===== config.mk =====
export PLATFORM = sky130hd
export DESIGN_NAME = smc_modem_ctl
export DESIGN_NICKNAME = d
export VERILOG_FILES = /design/src/logic/smc_pkg.sv /design/src/logic/smc_modem_ctl.sv
export VERILOG_INCLUDE_DIRS = /design/src /design/src/logic
export SDC_FILE = /design/constraint.sdc
export NUM_CORES = 1
export LEC_CHECK = 0
export BUFFER_PORTS_ARGS = -buffer_cell sky130_fd_sc_hd__buf_2
export CAP_MARGIN = 5
export CORE_ASPECT_RATIO = 1.1
export CORE_UTILIZATION = 58
export CTS_CLUSTER_SIZE = 25
export DETAILED_ROUTE_END_ITERATION = 12
export PLACE_DENSITY_LB_ADDON = 0.3
export SETUP_SLACK_MARGIN = 0.1
export SLEW_MARGIN = 20
export SYNTH_ARGS = -nofsm -noshare
export SYNTH_HDL_FRONTEND = slang
export SYNTH_SLANG_ARGS = --single-unit

===== constraint.sdc =====
create_clock -name ref_clk -period 2.9 [get_ports ref_clk]
set_input_delay 0.435 -clock ref_clk [delete_from_list [all_inputs] [get_ports ref_clk]]
set_output_delay 0.435 -clock ref_clk [all_outputs]
set_load 0.02 [all_outputs]

===== src/logic/smc_params.svh =====
// timing constants, bit indices and event codes for the line modem supervisor
`ifndef SMC_PARAMS_SVH
`define SMC_PARAMS_SVH
`define SMC_CLK_MHZ          125
`define SMC_TICK_MS          1
`define SMC_TICK_CYCLES      (`SMC_CLK_MHZ * 1000 * `SMC_TICK_MS)
`define SMC_CARRIER_LOSS_MS  128
`define SMC_CALL_TIMEOUT_S   65
`define SMC_CALL_TIMEOUT_MS  (`SMC_CALL_TIMEOUT_S * 1000)
`define SMC_REINIT_WAIT_S    3
`define SMC_REINIT_WAIT_MS   (`SMC_REINIT_WAIT_S * 1000)
`define SMC_CWAIT_MS         1000
`define SMC_CTS_REL_MS       100
`define SMC_HDX_BIT          4
`define SMC_LINE_REG_INDEX   13
`define SMC_EV_NONE          2'h0
`define SMC_EV_DISCONNECT    2'h1
`define SMC_EV_RING          2'h2
`define SMC_EV_CARRIER_LOSS  2'h3
`endif


===== src/logic/smc_pkg.sv =====
// types for the line modem supervisor
package smc_pkg;
   typedef enum logic [1:0] {
      SMC_CALL_IDLE,
      SMC_CALL_RUN,
      SMC_CALL_WAIT
   } smc_call_st_t;
   typedef enum logic [1:0] {
      SMC_CTS_IDLE,
      SMC_CTS_WAIT,
      SMC_CTS_HOLD
   } smc_cts_st_t;
   typedef struct packed {
      logic [1:0]   rdy_s;
      logic [1:0]   ring_s;
      logic [1:0]   car_s;
      logic [1:0]   cts_s;
      logic [1:0]   tm_s;
      logic [16:0]  tick_cnt;
      logic         tick;
      logic         rdy_smp;
      logic         rdy_seen;
      logic         ring_prev;
      logic         ring_arm;
      logic [7:0]   car_cnt;
      logic         car_lost;
      smc_call_st_t call_st;
      logic [16:0]  call_cnt;
      logic         dtr_block;
      logic         reinit;
      logic [9:0]   cw_cnt;
      logic         cw_flag;
      smc_cts_st_t  cts_st;
      logic [6:0]   cts_cnt;
      logic         cts_flag;
      logic         hdx;
      logic         ev_valid;
      logic [1:0]   ev_code;
      logic [7:0]   status;
   } smc_state_t;
endpackage : smc_pkg


===== src/logic/smc_modem_ctl.sv =====
// modem control supervisor: lockouts, signal watchers, timers, status
`include "smc_params.svh"
// Summary of operation
// - request to send locked out without modem ready
// - half duplex bit selects half or full
// - half duplex carrier holds silo, drops rts
// - half duplex transmit disables receiver
// - modem ready falling reports disconnect event
// - modem ready sampled once per tick
// - ring rise reported after one tick high
// - carrier off over 128 ms reports loss
// - call timer starts on ready, 65 s
// - call expiry drops dtr, reports disconnect
// - three second wait then reinitialize
// - every watcher runs concurrently
// - full duplex rts steady, dropped on errors
// - carrier wait timer flags unreleased link
// - cts release timed with timeout path
// - switch bypasses interlock for constant cts
// - status word readable by host
// - host writes modem control outputs
// - half duplex changes only by mode command
module smc_modem_ctl
   import smc_pkg::*;
#(
   parameter int TICK_CYCLES = `SMC_TICK_CYCLES
) (
   input  wire logic       ref_clk,
   input  wire logic       srst,
   input  wire logic       modem_ready,
   input  wire logic       ring_detect,
   input  wire logic       carrier_detect,
   input  wire logic       clear_to_send,
   input  wire logic       test_mode,
   input  wire logic       point_to_point,
   input  wire logic       header_valid,
   input  wire logic       line_error,
   input  wire logic       cts_interlock_bypass,
   input  wire logic       tx_request,
   input  wire logic       tx_active,
   input  wire logic       silo_has_data,
   input  wire logic       mode_cmd_valid,
   input  wire logic       mode_half_duplex,
   input  wire logic       wr_ctl_valid,
   input  wire logic [5:0] wr_ctl_data,
   output logic            request_to_send,
   output logic            data_terminal_ready,
   output logic            standby_select,
   output logic            remote_loopback,
   output logic            local_loopback,
   output logic            new_signal,
   output logic            freq_select,
   output logic            silo_to_sync_serial_transceiver,
   output logic            rx_enable,
   output logic            half_duplex,
   output logic [7:0]      modem_status,
   output logic            event_valid,
   output logic [1:0]      event_code,
   output logic            carrier_wait_timeout,
   output logic            cts_release_timeout,
   output logic            line_reinit
);
   smc_state_t s_q, s_d;
   logic [5:0] ctl_q;
   logic       rts_int;
   logic       tx_gate;

   // tick counter limit at counter width
   localparam logic [16:0] TICK_LAST = 17'(TICK_CYCLES - 1);

   // saturating-free compare helper used by the call timer and reinit wait on call_cnt
   function automatic logic reached(input logic [16:0] cnt, input logic [16:0] lim);
      reached = (cnt >= lim);
   endfunction : reached

   // host-written modem controls; dtr gated by call expiry
   always_ff @(posedge ref_clk) begin
      if (srst) begin
         ctl_q <= 6'h00;
      end else if (wr_ctl_valid) begin
         ctl_q <= wr_ctl_data;
      end
   end

   // interlock: ready lockout, half duplex carrier block, bypass switch
   always_comb begin
      tx_gate = !(s_q.hdx && s_q.car_s[1]);
      rts_int = s_q.rdy_s[1] && tx_gate && !line_error
                && (s_q.hdx ? (tx_request && silo_has_data) : 1'b1)
                && (cts_interlock_bypass || s_q.cts_st != SMC_CTS_HOLD);
   end

   always_comb begin
      s_d = s_q;
      s_d.ev_valid = 1'b0;
      s_d.ev_code  = `SMC_EV_NONE;
      s_d.reinit   = 1'b0;
      // pin synchronisers, second stage only is read
      s_d.rdy_s  = {s_q.rdy_s[0], modem_ready};
      s_d.ring_s = {s_q.ring_s[0], ring_detect};
      s_d.car_s  = {s_q.car_s[0], carrier_detect};
      s_d.cts_s  = {s_q.cts_s[0], clear_to_send};
      s_d.tm_s   = {s_q.tm_s[0], test_mode};
      // free-running millisecond tick
      if (s_q.tick_cnt == TICK_LAST) begin
         s_d.tick_cnt = 17'h00000;
         s_d.tick     = 1'b1;
      end else begin
         s_d.tick_cnt = s_q.tick_cnt + 17'h00001;
         s_d.tick     = 1'b0;
      end
      // half duplex set only by mode definition
      if (mode_cmd_valid) begin
         s_d.hdx = mode_half_duplex;
      end
      // the flows below each advance independently on the tick
      if (s_q.tick) begin
         // modem ready watcher
         s_d.rdy_smp = s_q.rdy_s[1];
         if (s_q.rdy_s[1]) begin
            s_d.rdy_seen = 1'b1;
         end
         if (s_q.rdy_seen && s_q.rdy_smp && !s_q.rdy_s[1]) begin
            s_d.ev_valid = 1'b1;
            s_d.ev_code  = `SMC_EV_DISCONNECT;
         end
         // ring: arm on rise, report if still high next tick
         s_d.ring_prev = s_q.ring_s[1];
         s_d.ring_arm  = s_q.ring_s[1] && !s_q.ring_prev;
         if (s_q.ring_arm && s_q.ring_s[1]) begin
            s_d.ev_valid = 1'b1;
            s_d.ev_code  = `SMC_EV_RING;
         end
         // carrier loss counter, one report per drop
         if (s_q.car_s[1]) begin
            s_d.car_cnt  = 8'h00;
            s_d.car_lost = 1'b0;
         end else if (s_q.car_cnt < 8'(`SMC_CARRIER_LOSS_MS)) begin
            s_d.car_cnt = s_q.car_cnt + 8'h01;
         end else if (!s_q.car_lost) begin
            s_d.car_lost = 1'b1;
            s_d.ev_valid = 1'b1;
            s_d.ev_code  = `SMC_EV_CARRIER_LOSS;
         end
         // carrier wait: remote keeps carrier while we want to send
         if (s_q.hdx && s_q.car_s[1] && tx_request) begin
            if (s_q.cw_cnt < 10'(`SMC_CWAIT_MS)) begin
               s_d.cw_cnt = s_q.cw_cnt + 10'h001;
            end else begin
               s_d.cw_flag = 1'b1;
            end
         end else begin
            s_d.cw_cnt  = 10'h000;
            s_d.cw_flag = 1'b0;
         end
         // call timer and reinit wait
         case (s_q.call_st)
            SMC_CALL_IDLE: begin
               if (point_to_point && s_q.rdy_s[1] && !s_q.rdy_smp) begin
                  s_d.call_st  = SMC_CALL_RUN;
                  s_d.call_cnt = 17'h00000;
               end
            end
            SMC_CALL_RUN: begin
               if (reached(s_q.call_cnt, 17'(`SMC_CALL_TIMEOUT_MS - 1))) begin
                  s_d.call_st   = SMC_CALL_WAIT;
                  s_d.call_cnt  = 17'h00000;
                  s_d.dtr_block = 1'b1;
                  s_d.ev_valid  = 1'b1;
                  s_d.ev_code   = `SMC_EV_DISCONNECT;
               end else begin
                  s_d.call_cnt = s_q.call_cnt + 17'h00001;
               end
            end
            SMC_CALL_WAIT: begin
               if (reached(s_q.call_cnt, 17'(`SMC_REINIT_WAIT_MS - 1))) begin
                  s_d.call_st   = SMC_CALL_IDLE;
                  s_d.dtr_block = 1'b0;
                  s_d.reinit    = 1'b1;
                  s_d.rdy_seen  = 1'b0;
               end else begin
                  s_d.call_cnt = s_q.call_cnt + 17'h00001;
               end
            end
            default: s_d.call_st = SMC_CALL_IDLE;
         endcase
         // cts release timing after an error drop
         case (s_q.cts_st)
            SMC_CTS_WAIT: begin
               if (!s_q.cts_s[1]) begin
                  s_d.cts_st = SMC_CTS_IDLE;
               end else if (s_q.cts_cnt < 7'(`SMC_CTS_REL_MS)) begin
                  s_d.cts_cnt = s_q.cts_cnt + 7'h01;
               end else begin
                  s_d.cts_st   = SMC_CTS_HOLD;
                  s_d.cts_flag = 1'b1;
               end
            end
            SMC_CTS_HOLD: begin
               if (!s_q.cts_s[1] || !line_error) begin
                  s_d.cts_st = SMC_CTS_IDLE;
               end
            end
            default: s_d.cts_st = SMC_CTS_IDLE;
         endcase
      end
      // header stops the call timer at once
      if (s_q.call_st == SMC_CALL_RUN && header_valid) begin
         s_d.call_st = SMC_CALL_IDLE;
      end
      // error drop starts cts release timing
      if (line_error && s_q.cts_st == SMC_CTS_IDLE && !s_q.hdx) begin
         s_d.cts_st   = SMC_CTS_WAIT;
         s_d.cts_cnt  = 7'h00;
         s_d.cts_flag = 1'b0;
      end
      s_d.status = {s_q.tm_s[1], s_q.ring_s[1], ctl_q[0] && !s_q.dtr_block, rts_int,
                    s_q.hdx, s_q.rdy_s[1], s_q.cts_s[1], s_q.car_s[1]};
   end

   always_ff @(posedge ref_clk) begin
      if (srst) begin
         s_q <= '0;
      end else begin
         s_q <= s_d;
      end
   end

   // outputs
   assign request_to_send     = rts_int;
   assign data_terminal_ready = ctl_q[0] && !s_q.dtr_block;
   assign standby_select      = ctl_q[1];
   assign remote_loopback     = ctl_q[2];
   assign local_loopback      = ctl_q[3];
   assign new_signal          = ctl_q[4];
   assign freq_select         = ctl_q[5];
   assign silo_to_sync_serial_transceiver = tx_gate && silo_has_data;
   assign rx_enable           = !(s_q.hdx && tx_active);
   assign half_duplex         = s_q.hdx;
   assign modem_status        = s_q.status;
   assign event_valid         = s_q.ev_valid;
   assign event_code          = s_q.ev_code;
   assign carrier_wait_timeout = s_q.cw_flag;
   assign cts_release_timeout = s_q.cts_flag;
   assign line_reinit         = s_q.reinit;
endmodule : smc_modem_ctl


==> impl_metrics.json, run 1 <==
{
  "portBuffers": 46,
  "gp_congestion": 0.805,
  "comb_power_share_pct": 4.1,
  "final_antenna_net_count": 0,
  "cts_buffers": 9,
  "clock-sinks": 101,
  "grt_pass1_wl_mm": 14.7,
  "avgSynthCellArea_um2": 9.04,
  "powerDensity_mw_per_mm2": 495,
  "die_w_um": 85.8,
  "drive_above_1_share_pct": 14.3,
  "cts_tree": "yes",
  "cts-root-buf": "clkbuf_8",
  "syn_inst": 495,
  "rrSetupSlack_ps": 690,
  "clk_pin_slew_ps": 90,
  "critical_path_buf_inv_count": 0,
  "synthesis.nets": 527,
  "fin_tns_setup_ps": 0,
  "gr-total-overflow": 0,
  "yosysMostFrequentCell": "dfxtp_1",
  "synth_ff_type": "dfxtp_1",
  "num_io_pins": 47,
  "slew_violations": 0,
  "diodes": 0,
  "outcome": "finished, final reports clean",
  "min_to": "s_d[88]$_SDFF_PP0_",
  "ir_drop_mv": 0.300,
  "grt_max_degree": 27,
  "vias": 3553,
  "drt_pass1_iterations": 4,
  "synth_area_mm2": 0.00448,
  "avgViaCountPerCell": 5.59,
  "crit_path_top_delay_cell": "dfxtp_1",
  "async_reset_ff_share_pct": 0,
  "dp_hpwl_mm": 6.20,
  "netlist_top_cells_area": "dfxtp_1 45%, nor2_1 5.8%, nand2_1 3.4%, xor2_1 3.1%, mux2i_1 2.9%",
  "pwr-share-seq_pct": 58.8,
  "power.switching_mw": 0.545,
  "rr_startpoint": "s_q[35]$_SDFFE_PP0P_",
  "clkPwrFrac_pct": 37.1,
  "synth_edf_count": 0,
  "hold_viol": 0,
  "max_cap_viol_count": 0,
  "timing.rr.end": "s_q[42]$_SDFFE_PP0P_",
  "swShare_pct": 22.6,
  "power.leakage_nw": 1.81,
  "setup.worst_path.end_class": "register",
  "cp_data_required_time_ps": 3160,
  "pre_cts_slack_ps": 680,
  "clk-insertion-delay-late_ps": 360,
  "ys_seq_elements": 101,
  "r2r_cells": 7,
  "drt-initial-drc-count": 156,
  "rsz0062_at_grt": "no",
  "route.detailed.drc": 0,
  "min_path_type": "input port to register",
  "rows": 33,
  "path_delay_family": "compound AO/OA/AOI/OAI gates",
  "synth.top_cell.area_share_pct": 45.2,
  "ys_seq_area_share_pct": 45.2,
  "clockBufferDepth": 2,
  "wire_per_inst_um": 13.6,
  "cts_setup_buffers": 0,
  "layout_min_cycle_time_ps": 2210,
  "synth_cell_types": 64,
  "finish.net_count": 558,
  "min-delay-start": "clear_to_send",
  "crit_type": "register to register",
  "wl_mm": 8.62,
  "core_area_mm2": 0.00747,
  "fmax_mhz": 452,
  "htree_levels": 3,
  "grt_util_all_layers_pct": 22.8,
  "synth_top_cell_by_area": "dfxtp_1",
  "grt_pass1_vias": 3373,
  "fillCellCount": 627,
  "ys_warn_count": 0,
  "worst_setup_path_start_kind": "register",
  "crit_path_cell_trace": "ha_1, a211o_1, a211oi_4, o31ai_4, o21ai_2, nand4_4, o41ai_1",
  "cp_max_fo": 16,
  "grt_antenna_before_repair": 0,
  "syn_to_final_growth_pct": 9.06,
  "cp_data_arrival_time_ps": 2480,
  "setup_viol": 0,
  "p_total_mw": 2.41,
  "cts.repair.resized": 0,
  "cpPeakStageDelay_ps": 370,
  "fin_ws_ps": 687,
  "post-route-period-util_pct": 76.3,
  "fin_worst_skew_ps": 11.1,
  "dieArea_mm2": 0.00807,
  "max_slew_margin_pct": 41.2,
  "internal_power_mw": 1.87,
  "ctsHoldBuffers": 0,
  "whs_path_depth": 2,
  "yosys-top-cells-count": "101 x dfxtp_1, 69 x nor2_1, 41 x nand2_1, 24 x nand3_1, 21 x a21oi_1",
  "fp.dieH_um": 94.1,
  "start_util_pct": 59.9,
  "worst_pin_slew_ps": 880
}
-- cell type report --
cell class | count | area [um2] | area share (%)
Sequential cell | 101 | 2020 | 41.4
Clock buffer | 11 | 141 | 2.90
Clock inverter | 5 | 58.8 | 1.20
Multi-Input combinational cell | 353 | 2230 | 45.8
Inverter | 13 | 48.8 | 1.00
Tap cell | 105 | 131 | 2.69
Timing Repair Buffer | 48 | 245 | 5.02
-- sequential cells by signal, indices dropped and copies added (netlist names) --
name and count:
carrier_wait_timeout 1, ctl_q 6, cts_release_timeout 1, event_code 2, event_valid 1, half_duplex 1, line_reinit 1, modem_status 8
s_d 10, s_q 70
-- layer usage --
layer | GRT usage (%) | vias up | share of wire, %
li1 | - | 1803 | -
met1 | 27.6 | 1660 | 45
met2 | 40.0 | 80 | 49
met3 | 4.66 | 10 | 4.0
met4 | 8.33 | 0 | 1.5
met5 | 0 | - | 0
-- logic make-up (layout without fill, tap and decap cells) --
family,Yosys count,count (layout),synth area share (%)
simple gates,211,211,23.8
flops,101,101,45.2
compound gates,94,94,15.6
buf+inv,41,77,4.92
fa+ha+maj,9,9,2.52
xor+xnor,26,26,5.09
mux,13,13,2.91
-- stage by stage --
step	util [%]	std cells	hold slack (ps)	cell area [um2]
floorplan	-	495	414	4480
global placement	62.6	620	419	4680
detailed placement	62.6	620	425	4680
CTS	65.3	636	269	4880
global route	65.3	636	273	4880
finish	65.3	636	285	4880
-- power groups by stage --
stage / registers (mW) / clock network [mW] / logic, mW
final: 1.42 / 0.895 / 0.0991
after global routing: 1.42 / 0.974 / 0.110
after CTS: 1.42 / 0.914 / 0.101
after detailed placement: 1.45 / 0 / 0.101
after global placement: 1.45 / 0 / 0.0982
after floorplan: 1.45 / 0 / 0.0653
-- cell usage in the layout (no fill, tap or decap), types with 3 or more instances in the layout --
cell,Yosys,final
ha_1,9,9
and4_1,4,4
nand3_1,24,24
a41o_1,3,3
a211oi_1,7,7
nor2b_1,20,20
a31oi_1,6,6
nand3b_1,6,6
buf_2,2,46
o31ai_2,4,4
xor2_1,16,16
o2bb2a_1,7,7
clkbuf_8,1,10
nor3_1,7,7
and2_1,5,5
and3_1,3,3
nor3b_1,4,4
mux2i_1,13,13
nor2_1,69,69
dfxtp_1,101,101
inv_1,12,12
nand4_1,11,11
a21oi_1,21,21
xnor2_1,10,10
nand2_1,41,41
o21ai_0,15,15
o31ai_1,6,6
-- worst max path at each step --
stage | start | endpoint | slack, ps | cells past startpoint
after global routing | s_q[35]$_SDFFE_PP0P_ | s_q[44]$_SDFFE_PP0P_ | 460 | 7
after detailed placement | srst | s_q[46]$_SDFFE_PP0P_ | 680 | 5
after CTS | s_q[35]$_SDFFE_PP0P_ | s_q[42]$_SDFFE_PP0P_ | 690 | 7
after global placement | s_q[35]$_SDFFE_PP0P_ | s_q[42]$_SDFFE_PP0P_ | 750 | 7
after floorplan | s_q[35]$_SDFFE_PP0P_ | s_q[45]$_SDFFE_PP0P_ | 910 | 8
final | s_q[35]$_SDFFE_PP0P_ | s_q[42]$_SDFFE_PP0P_ | 690 | 7
Power figures use the tool's default switching activity.
==> inputs of run 2 (changes only) <==
--- a/config.mk
+++ b/config.mk
@@ -6,10 +6,11 @@
 export SDC_FILE = /design/constraint.sdc
 export NUM_CORES = 1
 export LEC_CHECK = 0
+export ABC_AREA = 1
 export BUFFER_PORTS_ARGS = -buffer_cell sky130_fd_sc_hd__buf_2
 export CAP_MARGIN = 5
 export CORE_ASPECT_RATIO = 1.1
-export CORE_UTILIZATION = 58
+export CORE_UTILIZATION = 59
 export CTS_CLUSTER_SIZE = 25
 export DETAILED_ROUTE_END_ITERATION = 12
 export PLACE_DENSITY_LB_ADDON = 0.3
==> constraint.sdc (replaced) <==
create_clock -name ref_clk -period 2.1 [get_ports ref_clk]
set_input_delay 0.315 -clock ref_clk [delete_from_list [all_inputs] [get_ports ref_clk]]
set_output_delay 0.315 -clock ref_clk [all_outputs]
set_load 0.02 [all_outputs]
==> run 2 against run 1 <==
Compared with the run above:
- wire length rose by 15%
- hold slack got worse by 150 ps
- critical path type unchanged
- worst setup slack worse by 440 ps
- sequential share of layout area shrank 3.5 points
- area after synthesis up 8.0%
- non-clock buffer count grew 9
- sequential power increased by 38%
- via count is 22% higher
- flip-flop and latch count is the same
- final area rose by 9.3%
- fmax rose by 20%
==> impl_metrics.json, run 2 <==
{
  "outcome": "finished, final reports clean",
  "ys_seq_area_share_pct": 41.8,
  "cts_buffers": 9,
  "powerDensity_mw_per_mm2": 629,
  "final_antenna_net_count": 0,
  "syn_inst": 680,
  "largest_register_ff_count": 70,
  "critical_path_buf_inv_count": 1,
  "pre_cts_slack_ps": 294,
  "fillCellCount": 677,
  "power.leakage_nw": 2.13,
  "grt_pass1_wl_mm": 17.1,
  "ir_drop_mv": 0.397,
  "min_path_type": "input port to register",
  "clock-sinks": 101,
  "avgSynthCellArea_um2": 7.11,
  "setup.worst_path.end_class": "register",
  "drive_above_1_share_pct": 13.5,
  "synth_ff_type": "dfxtp_1",
  "synth_edf_count": 0,
  "synth.top_cell.area_share_pct": 41.8,
  "fin_worst_skew_ps": 14.7,
  "die_w_um": 88.3,
  "worst_setup_path_start_kind": "register",
  "fin_ws_ps": 249,
  "finish.net_count": 755,
  "avgViaCountPerCell": 5.19,
  "route.detailed.drc": 0,
  "synth_top_cell_by_area": "dfxtp_1",
  "synthesis.nets": 712,
  "pwr-share-seq_pct": 58.3,
  "final_common_cell": "nand2_1",
  "grt_util_all_layers_pct": 24.5,
  "cpMostUsedCell": "nor2_1",
  "netlist_top_cells_area": "dfxtp_1 42%, nand2_1 9.6%, nor2_1 8.5%, inv_1 6.9%, a21oi_1 5.4%",
  "cts_tree": "yes",
  "wire_per_inst_um": 11.8,
  "seq_area_mm2": 0.00202,
  "max_slew_margin_pct": 66.1,
  "internal_power_mw": 2.59,
  "dp_hpwl_mm": 7.08,
  "vias": 4339,
  "syn_to_final_growth_pct": 10.4,
  "multi_input_area_mm2": 0.00230,
  "ctsHoldBuffers": 0,
  "whs_ps": 138,
  "rows": 34,
  "diodes": 0,
  "num_io_pins": 47,
  "grt_antenna_before_repair": 0,
  "core_area_mm2": 0.00791,
  "fmax_mhz": 540,
  "htree_levels": 3,
  "crit_path_top_delay_cell": "dfxtp_1",
  "crit_path_cell_trace": "ha_1, nand2_1, nor2_1, nand3_1, nor2_1, nor2_2, nand2_2, a21boi_4, buf_4, nand2_1, nand2_2, nor2_1",
  "path_delay_family": "simple AND/OR/NAND/NOR gates",
  "slew_violations": 0,
  "cp_data_required_time_ps": 2410,
  "layout_min_cycle_time_ps": 1850,
  "hold_viol": 0,
  "worst_pin_slew_ps": 507,
  "fin_tns_setup_ps": 0,
  "power.switching_mw": 0.772,
  "grt_max_degree": 32,
  "synth_cell_types": 45,
  "cpPeakStageDelay_ps": 380,
  "setup_viol": 0,
  "yosysMostFrequentCell": "nand2_1",
  "cts-root-buf": "clkbuf_8",
  "clk_pin_slew_ps": 100,
  "cp_max_fo": 10,
  "drt_pass1_iterations": 4,
  "most-common-layout-cells": "122 x nand2_1, 110 x nor2_1, 101 x dfxtp_1, 89 x inv_1, 51 x a21oi_1",
  "synth_area_mm2": 0.00483,
  "yosys-top-cells-count": "123 x nand2_1, 110 x nor2_1, 101 x dfxtp_1, 89 x inv_1, 52 x a21oi_1",
  "ys_warn_count": 0,
  "crit_type": "register to register",
  "gr-total-overflow": 0,
  "clockBufferDepth": 2,
  "cp_data_arrival_time_ps": 2160,
  "portBuffers": 46,
  "comb_power_share_pct": 4.3,
  "grt_pass1_vias": 3965,
  "wl_mm": 9.90,
  "swShare_pct": 23.0,
  "fp.dieH_um": 96.9,
  "top_register": "s_q",
  "clkPwrFrac_pct": 37.4,
  "gp_congestion": 0.988,
  "max_cap_viol_count": 0,
  "ys_seq_elements": 101,
  "start_util_pct": 61.1,
  "drt-initial-drc-count": 301,
  "dieArea_mm2": 0.00856,
  "rsz0062_at_grt": "no",
  "clk-insertion-delay-late_ps": 370,
  "async_reset_ff_share_pct": 0,
  "post-route-period-util_pct": 88.1
}
## run 2: cell types whose count changed after synthesis, moves of 7 or more
cell / before / now
nand2_1: 41 / 123
inv_1: 12 / 89
nor2_1: 69 / 110
a21oi_1: 21 / 52
nor2b_1: 20 / 0
nand3_1: 24 / 41
nor3_1: 7 / 21
mux2i_1: 13 / 0
o21ai_1: 0 / 9
o2bb2a_1: 7 / 0
xnor2_1: 10 / 3
## run 2: metal layers
metal	wire length (um)	vias to the layer above	global-route usage, %
li1	-	2265	-
met1	4760	1989	32.6
met2	4670	72	39.8
met3	347	13	5.55
met4	123	0	6.33
met5	0	-	0
## run 2: worst reg2reg max path: stages, from the launching register on
cell and delay (ps):
dfxtp_1 380, ha_1 230, nand2_1 100, nor2_1 140
nand3_1 100, nor2_1 120, nor2_2 60, nand2_2 100
a21boi_4 80, buf_4 180, nand2_1 100, nand2_2 90
nor2_1 120
## run 2: timing repair
item                                    CTS  global route
endpoints found under the setup margin    0             3
resized for setup                         0             3
buffers inserted                          0             1
## run 2: area by class of cell
class                   instances  area share [%]
multi-input cells             462            43.2
flip-flops and latches        101            37.9
inverters                      92            6.47
repair buffers                 57            6.17
clock buffers                  12            2.72
well taps                     108            2.53
clock inverters                 4            1.03
## run 2: final timing paths
kind                              from                    to  slack [ps]  depth (start not counted)
hold / removal           clear_to_send    s_d[88]$_SDFF_PP0_         140                          3
hold reg to reg     s_d[92]$_SDFF_PP0_     s_d[6]$_SDFF_PP0_         400                          2
setup / recovery  s_q[36]$_SDFFE_PP0P_  s_q[45]$_SDFFE_PP0P_         250                         12
setup reg to reg  s_q[36]$_SDFFE_PP0P_  s_q[45]$_SDFFE_PP0P_         250                         12
## run 2: kinds of logic after synthesis
group,count (synthesis),share of synthesized area [%]
AO/OA/AOI/OAI,101,11.8
XOR/XNOR,13,2.36
adder cells (fa/ha/maj),9,2.33
buffers and inverters,117,10.7
flip-flops,101,41.8
AND/OR/NAND/NOR,339,31.0
## run 2: through the flow
stage | instance area, um2 | std cells | util [%] | power (mW)
floorplan | 4830 | 680 | - | 2.09
global placement | 5120 | 819 | 64.7 | 2.14
detailed placement | 5120 | 819 | 64.7 | 2.15
CTS | 5320 | 835 | 67.2 | 3.39
global route | 5330 | 836 | 67.4 | 3.48
finish | 5330 | 836 | 67.4 | 3.36
## run 2: power groups by stage
stage / Clock, mW / Combinational, mW / Sequential (mW)
floorplan: 0 / 0.0835 / 2.01
global placement: 0 / 0.141 / 2.00
detailed placement: 0 / 0.145 / 2.00
CTS: 1.28 / 0.146 / 1.96
global route: 1.36 / 0.162 / 1.96
finish: 1.26 / 0.144 / 1.96
